## src/core/frame_index_pkg.sv

```systemverilog
/*
 * Shared constants and carrier types for the microframe index and
 * host status block: register offsets, field positions, reset values,
 * microframe timing and the Wishbone request struct.
 * Assumes a 100 MHz core clock and a 32-bit classic Wishbone master.
 */
package frame_index_pkg;

    localparam int ADDR_W = 8;
    localparam int DATA_W = 32;
    localparam int INDEX_W = 14;
    localparam int ENTRY_W = 10;

    // register byte offsets
    localparam logic [ADDR_W-1:0] HOST_COMMAND_OFS = 8'h20;
    localparam logic [ADDR_W-1:0] HOST_STATUS_OFS = 8'h24;
    localparam logic [ADDR_W-1:0] HOST_IRQ_ENABLE_OFS = 8'h28;
    localparam logic [ADDR_W-1:0] MICROFRAME_INDEX_OFS = 8'h2c;

    // field positions
    localparam int RUN_STOP_BIT = 0;
    localparam int LIST_SIZE_LSB = 2;
    localparam int PORT_CHANGE_BIT = 2;
    localparam int FRAME_WRAP_BIT = 3;
    localparam int ENTRY_LSB = 3;

    // reset values
    localparam logic [INDEX_W-1:0] INDEX_RST = 14'h0000;
    localparam logic [DATA_W-1:0] IRQ_ENABLE_RST = 32'h0000_0000;
    localparam logic [1:0] LIST_SIZE_RST = 2'h0;

    // timing
    localparam int CLK_PERIOD_NS = 10;
    localparam int MICROFRAME_NS = 125000;
    localparam int MICROFRAME_CYCLES = MICROFRAME_NS / CLK_PERIOD_NS;

    typedef struct packed {
        logic cyc;
        logic stb;
        logic we;
        logic [ADDR_W-1:0] adr;
        logic [3:0] sel;
        logic [DATA_W-1:0] dat;
    } wbReq_s;

endpackage

```

## src/core/host_frame_index_status.sv

```systemverilog
/*
 * Microframe index counter with frame-wrap and port-change status
 * flags, reached as a classic Wishbone slave.
 * Assumes port event inputs come from port logic on core_clk, so they
 * are used without synchronisers; srst is synchronous to core_clk.
 */
// How it works
// - The frame-wrap flag (status bit 3) sets when the list index wraps.
// - The port-change flag (bit 2) sets on a new change bit of an owned port.
// - It also sets when a suspended port's forced-resume bit rises.
// - Offset 0x28 is a read/write location whose bits do nothing.
// - The index increments once per 125 us microframe.
// - The list entry is index bits 3 upward, sized by the list size field.
// - Index bits 13:0 give the SOF number and list index; writes retime both.
// - Reset clears the index and both flags; index bits 31:14 read zero.
// - A flag clears only on a written one; set beats clear.
`timescale 1ns/1ps

module host_frame_index_status #(
    parameter int NPORTS = 3,
    parameter int MF_CYCLES = frame_index_pkg::MICROFRAME_CYCLES
) (
    input wire logic core_clk,
    input wire logic srst,
    input wire frame_index_pkg::wbReq_s wbReq,
    output logic [frame_index_pkg::DATA_W-1:0] wbDatOut,
    output logic wbAck,
    input wire logic [NPORTS-1:0] portChange,
    input wire logic [NPORTS-1:0] portHandoff,
    input wire logic [NPORTS-1:0] forcedResume,
    input wire logic [NPORTS-1:0] portSuspended,
    output logic [frame_index_pkg::INDEX_W-1:0] sofFrameNumber,
    output logic [frame_index_pkg::ENTRY_W-1:0] frameListEntry,
    output logic microframeTick
);

    localparam int CNT_W = $clog2(MF_CYCLES + 1);
    localparam logic [CNT_W-1:0] CNT_LAST = CNT_W'(MF_CYCLES - 1);

    // wrap mask on the index: 1024, 512 or 256 entries of 8 microframes
    function automatic logic [frame_index_pkg::INDEX_W-1:0] wrapMask(
        input logic [1:0] size
    );
        case (size)
            2'h1: wrapMask = 14'h0fff;
            2'h2: wrapMask = 14'h07ff;
            default: wrapMask = 14'h1fff;
        endcase
    endfunction

    function automatic logic [frame_index_pkg::ENTRY_W-1:0] entryOf(
        input logic [frame_index_pkg::INDEX_W-1:0] idx,
        input logic [1:0] size
    );
        logic [frame_index_pkg::INDEX_W-1:0] m;
        m = idx & wrapMask(size);
        entryOf = m[frame_index_pkg::ENTRY_LSB +: frame_index_pkg::ENTRY_W];
    endfunction

    ////////////////////////////////////////////////////////////////////
    // state

    logic ack_r, runStop_r, tick_r, flagWrap_r, flagPort_r;
    logic [frame_index_pkg::DATA_W-1:0] rdat_r, irqEnable_r;
    logic [1:0] listSize_r;
    logic [frame_index_pkg::INDEX_W-1:0] index_r, index_nxt;
    logic [CNT_W-1:0] mfCount_r;
    logic [NPORTS-1:0] portOwned_r, resumeSeen_r;
    logic [frame_index_pkg::ENTRY_W-1:0] entry_r;

    ////////////////////////////////////////////////////////////////////
    // bus decode

    wire access = wbReq.cyc && wbReq.stb && !ack_r;
    wire wrAcc = access && wbReq.we;
    wire selCmd = wbReq.adr == frame_index_pkg::HOST_COMMAND_OFS;
    wire selSts = wbReq.adr == frame_index_pkg::HOST_STATUS_OFS;
    wire selIrq = wbReq.adr == frame_index_pkg::HOST_IRQ_ENABLE_OFS;
    wire selIdx = wbReq.adr == frame_index_pkg::MICROFRAME_INDEX_OFS;
    wire [frame_index_pkg::DATA_W-1:0] byteMask = {
        {8{wbReq.sel[3]}}, {8{wbReq.sel[2]}},
        {8{wbReq.sel[1]}}, {8{wbReq.sel[0]}}};
    wire [frame_index_pkg::DATA_W-1:0] wrMasked = wbReq.dat & byteMask;
    wire wrCmd = wrAcc && selCmd && wbReq.sel[0];
    wire wrIdx = wrAcc && selIdx;
    wire clrWrap = wrAcc && selSts
        && wrMasked[frame_index_pkg::FRAME_WRAP_BIT];
    wire clrPort = wrAcc && selSts
        && wrMasked[frame_index_pkg::PORT_CHANGE_BIT];

    wire [frame_index_pkg::DATA_W-1:0] cmdView =
        {28'h0000000, listSize_r, 1'b0, runStop_r};
    wire [frame_index_pkg::DATA_W-1:0] stsView =
        {28'h0000000, flagWrap_r, flagPort_r, 2'h0};
    // reserved bits 31:14 of the index read zero
    wire [frame_index_pkg::DATA_W-1:0] idxView =
        {18'h00000, index_r};
    // unmapped offsets read zero and still acknowledge
    wire [frame_index_pkg::DATA_W-1:0] rdMux =
        selCmd ? cmdView : selSts ? stsView :
        selIrq ? irqEnable_r : selIdx ? idxView : 32'h0000_0000;

    always_ff @(posedge core_clk)
    begin
        if (srst)
        begin
            ack_r <= 1'b0;
            rdat_r <= 32'h0000_0000;
        end
        else
        begin
            ack_r <= access;
            rdat_r <= access ? rdMux : 32'h0000_0000;
        end
    end

    ////////////////////////////////////////////////////////////////////
    // command and reserved enable register

    always_ff @(posedge core_clk)
    begin
        if (srst)
        begin
            runStop_r <= 1'b0;
            listSize_r <= frame_index_pkg::LIST_SIZE_RST;
            irqEnable_r <= frame_index_pkg::IRQ_ENABLE_RST;
        end
        else
        begin
            if (wrCmd)
            begin
                runStop_r <= wbReq.dat[frame_index_pkg::RUN_STOP_BIT];
                listSize_r <=
                    wbReq.dat[frame_index_pkg::LIST_SIZE_LSB +: 2];
            end
            // stored and read back, steers nothing
            if (wrAcc && selIrq)
                irqEnable_r <= (irqEnable_r & ~byteMask) | wrMasked;
        end
    end

    ////////////////////////////////////////////////////////////////////
    // microframe timer and index

    wire tickNow = runStop_r && mfCount_r == CNT_LAST;
    // only the bits that the list size uses take part in the wrap
    wire [frame_index_pkg::INDEX_W-1:0] curMask = wrapMask(listSize_r);
    wire wrapNow = tickNow && (index_r & curMask) == curMask;
    wire [frame_index_pkg::INDEX_W-1:0] idxWrite =
        (index_r & ~byteMask[frame_index_pkg::INDEX_W-1:0])
        | wrMasked[frame_index_pkg::INDEX_W-1:0];

    // a write retimes numbering; a write while running is not fenced off
    assign index_nxt = wrIdx ? idxWrite
        : tickNow ? index_r + 14'h0001 : index_r;

    always_ff @(posedge core_clk)
    begin
        if (srst || !runStop_r || tickNow)
            mfCount_r <= '0;
        else
            mfCount_r <= mfCount_r + 1'b1;
    end

    always_ff @(posedge core_clk)
    begin
        if (srst)
        begin
            index_r <= frame_index_pkg::INDEX_RST;
            tick_r <= 1'b0;
            entry_r <= '0;
        end
        else
        begin
            index_r <= index_nxt;
            tick_r <= tickNow;
            entry_r <= entryOf(index_nxt, listSize_r);
        end
    end

    ////////////////////////////////////////////////////////////////////
    // port events and status flags

    wire [NPORTS-1:0] owned = portChange & ~portHandoff;
    wire [NPORTS-1:0] resumed = forcedResume & portSuspended;
    wire portEvt = |(owned & ~portOwned_r);
    wire resumeEvt = |(resumed & ~resumeSeen_r);

    always_ff @(posedge core_clk)
    begin
        if (srst)
        begin
            portOwned_r <= '0;
            resumeSeen_r <= '0;
            flagWrap_r <= 1'b0;
            flagPort_r <= 1'b0;
        end
        else
        begin
            portOwned_r <= owned;
            resumeSeen_r <= resumed;
            // set beats a same-cycle clear
            flagWrap_r <= wrapNow || (flagWrap_r && !clrWrap);
            flagPort_r <= portEvt || resumeEvt
                || (flagPort_r && !clrPort);
        end
    end

    assign wbAck = ack_r;
    assign wbDatOut = rdat_r;
    assign sofFrameNumber = index_r;
    assign frameListEntry = entry_r;
    assign microframeTick = tick_r;
endmodule

```

## config.mk

```make
export PLATFORM = sky130hd
export DESIGN_NAME = host_frame_index_status
export DESIGN_NICKNAME = d
export VERILOG_FILES = /design/src/core/frame_index_pkg.sv /design/src/core/host_frame_index_status.sv
export SDC_FILE = /design/constraint.sdc
export NUM_CORES = 1
export LEC_CHECK = 0
export BUFFER_PORTS_ARGS = -buffer_cell sky130_fd_sc_hd__buf_4
export CAP_MARGIN = 20
export CORE_MARGIN = 1
export CORE_UTILIZATION = 56
export DETAILED_ROUTE_END_ITERATION = 7
export GPL_TIMING_DRIVEN = 0
export PLACE_DENSITY = 0.85
export SETUP_SLACK_MARGIN = 0.4
export SLEW_MARGIN = 25
export SYNTH_ARGS = -nofsm -noshare
export SYNTH_HDL_FRONTEND = slang
export SYNTH_SLANG_ARGS = --single-unit
```

## constraint.sdc

```tcl
create_clock -name core_clk -period 4.8 [get_ports core_clk]
set_input_delay 0.48 -clock core_clk [delete_from_list [all_inputs] [get_ports core_clk]]
set_output_delay 0.48 -clock core_clk [all_outputs]
set_load 0.03 [all_outputs]
```

==> metrics.txt <==
outcome complete, no violations; Net Sw Frac 0.2408; commonest cells in the netlist 107 x dfxtp_1, 83 x nand2_1, 41 x a21oi_1; initial core utilization 0.5888; transition at the pin with the smallest max-transition slack between 700 and 800 ps; Netlist Area Pre-Place ~4300 sq um; fraction of layout instances using a drive strength above 1 0.2883; antenna violations before repair 0; total number of vias ~3,900; maximum number of pins on one net before global-route repair 20; worst slew slack as a fraction of its limit 0.5210; sequential cell fraction of total power 0.600; FFs w/ async S/R, synth 0; Sinks on Clock Net 107; first-pass GRT wire length about 18,000 um; DRC errors left 0; die outline area roughly 8100 sq um; Worst Path Class, Setup register to register; most common cell in the netlist dfxtp_1; post-CTS clock slew at the launch and capture registers of the worst setup and hold paths about 110 ps; count of buffers added by post-CTS timing repair for setup 0; ratio of final minimum period to clock period 0.4117; detailed placer's ending HPWL roughly 7900 um; min cycle time layout 1976 ps; Worst Setup Start Kind register; Routed WL per cell approximately 15 um; path class of the lowest-slack min-delay path input pin to register; Worst Setup End Kind register; post-synthesis sequential element count between 100 and 150; peak fanout along the critical path 7; core outline area roughly 7400 sq um; residual overflow from global routing 0; die boundary width 90.03 um; buffer type at the clock tree root clkbuf_8; Combinational Power Share 0.052; placer congestion estimate ~0.9; Min Hold Slack between 200 and 300 ps; DRC violation total after the first TritonRoute iteration 224; via count normalized by instance count 5.542; number of enable flip-flop cells after synthesis 0; Row Count 31; cell chain of the critical path ha_1, nand2_1, nand4b_2, nor2_1, nor4b_1, a311o_1; Inserted Diodes 0; number of nets in the finished design roughly 660; Sum Neg Setup Slack 0 ps; Synth Instances approximately 470; RSZ-0062 raised after global routing no; leading area contributor after synthesis dfxtp_1; post-synthesis area per instance just over 9 sq um; Most used DFF post-synth dfxtp_1; number of distinct library cells after synthesis between 50 and 60; clock skew after layout approximately 13 ps; Syn-to-layout area delta 27.10%; H-Tree Depth 3; share of the synthesized area in the top cell type 0.4937; number of buffers inserted during clock tree synthesis 9; reported net switching power between 300 and 400 uW; Int Pwr 1128 uW; CTS tree built; cell leakage power 0.002292 uW; detailed-router iteration count before antenna repair 4; fmax just over 500 MHz; number of nets in the synthesized netlist 532; wire length after detailed routing 10,740 um; number of buffers on the longest clock path 2; VDD IR max roughly 0.18 mV; port bufs between 100 and 150; Top-Level Pins 119; Vert. Die Dim around 90 um; number of max-slew violations in the final report 0; clock share of power 0.348; part of the Yosys area used for sequential elements 0.4937; number of hold buffers added after cts 0; slack of the worst reg-to-reg path about 2800 ps; CP required 5080 ps; Max stage delay cell, worst path nor2_1; Worst path max stage delay roughly 500 ps; critical path buffer and inverter count 0; # Max-Cap Violations 0; post-cts resize count 0; overall fraction of global-route tracks in use 0.2753; via count of the first global-routing pass between 3,000 and 4,000; clock latency of the later-clocked register in the worst-skew pair about 380 ps; total setup violations reported at the end of the flow 0; top area cells in the synthesized netlist dfxtp_1 49%, nand2_1 7.2%, a21oi_1 4.7%; Arrival @ worst endpoint 2250 ps; antenna viol nets, final 0; power density relative to cell area 269.4 nW/um^2; Top delay family on crit path simple AND/OR/NAND/NOR gates; number of warnings printed during yosys synthesis 0; final hold vios 0
==> worst paths after layout <==
kind	startpoint	end	cells past startpoint
worst max-delay path	mfCount_r[0]	register	6
worst min-delay path	portHandoff[0]	portOwned_r[0]	2
worst max register to register	mfCount_r[0]	register	6
worst min register to register	register	register	2
==> power by group through the flow <==
stage	clock (uW)	sequential, uW	combinational, uW
floorplan	0	912	25.0
global placement	0	912	74.9
detailed placement	0	912	76.1
CTS	518	891	76.7
global route	561	892	83.8
finish	517	891	77.2
==> cell families (layout without fill, tap and decap cells) <==
group / after synthesis / in the layout / synth area share
buf+inv: 39 / 171 / 0.04988
fa+ha+maj: 3 / 3 / 0.008651
compound gates: 86 / 86 / 0.1347
mux: 6 / 6 / 0.01961
flops: 107 / 107 / 0.4937
xor+xnor: 15 / 15 / 0.03028
simple gates: 212 / 212 / 0.2633
==> layout by cell type, fill, tap and decap left out, types with 4 or more instances in the layout <==
| master | instances |
|---|---|
| and4_1 | 5 |
| nor4_1 | 5 |
| a211oi_1 | 5 |
| a22o_1 | 11 |
| nand4_1 | 4 |
| xor2_1 | 10 |
| clkbuf_1 | 10 |
| a21oi_1 | 41 |
| clkbuf_8 | 9 |
| buf_4 | 126 |
| o21ai_0 | 4 |
| nand3_1 | 20 |
| inv_1 | 8 |
| a31oi_1 | 5 |
| dfxtp_1 | 107 |
| nor2b_1 | 5 |
| and2_1 | 18 |
| xnor2_1 | 5 |
| buf_2 | 7 |
| nand2_1 | 83 |
| mux2i_1 | 4 |
| nor3_1 | 4 |
| and3_1 | 9 |
| nor2_1 | 33 |
| a31o_2 | 4 |
==> layer usage <==
layer / wire length (um) / global-route usage
met4: 277 / 0.1371
met1: 4547 / 0.3371
met5: 0 / 0
met2: 5244 / 0.4669
met3: 668 / 0.04653
==> final cells by class <==
| class | instances | area, sq um |
|---|---|---|
| tap | 99 | 123.9 |
| multi-input combinational | 322 | 1981 |
| timing repair buffer | 116 | 870.8 |
| buffer | 31 | 186.4 |
| fill | 574 | 1854 |
| clock inverter | 7 | 57.56 |
| clock buffer | 9 | 123.9 |
| inverter | 8 | 30.03 |
| sequential | 107 | 2142 |
==> through the flow <==
stage,area (sq um),cells,utilization,setup WS [ps],power (uW)
floorplan,4339,468,-,2910,937.4
global placement,5334,683,0.7238,2602,986.6
detailed placement,5334,683,0.7238,2520,988.1
CTS,5515,699,0.7484,2838,1486
global route,5515,699,0.7484,2644,1536
finish,5515,699,0.7484,2824,1486
Note: power is estimated with default switching activity, not from simulation.
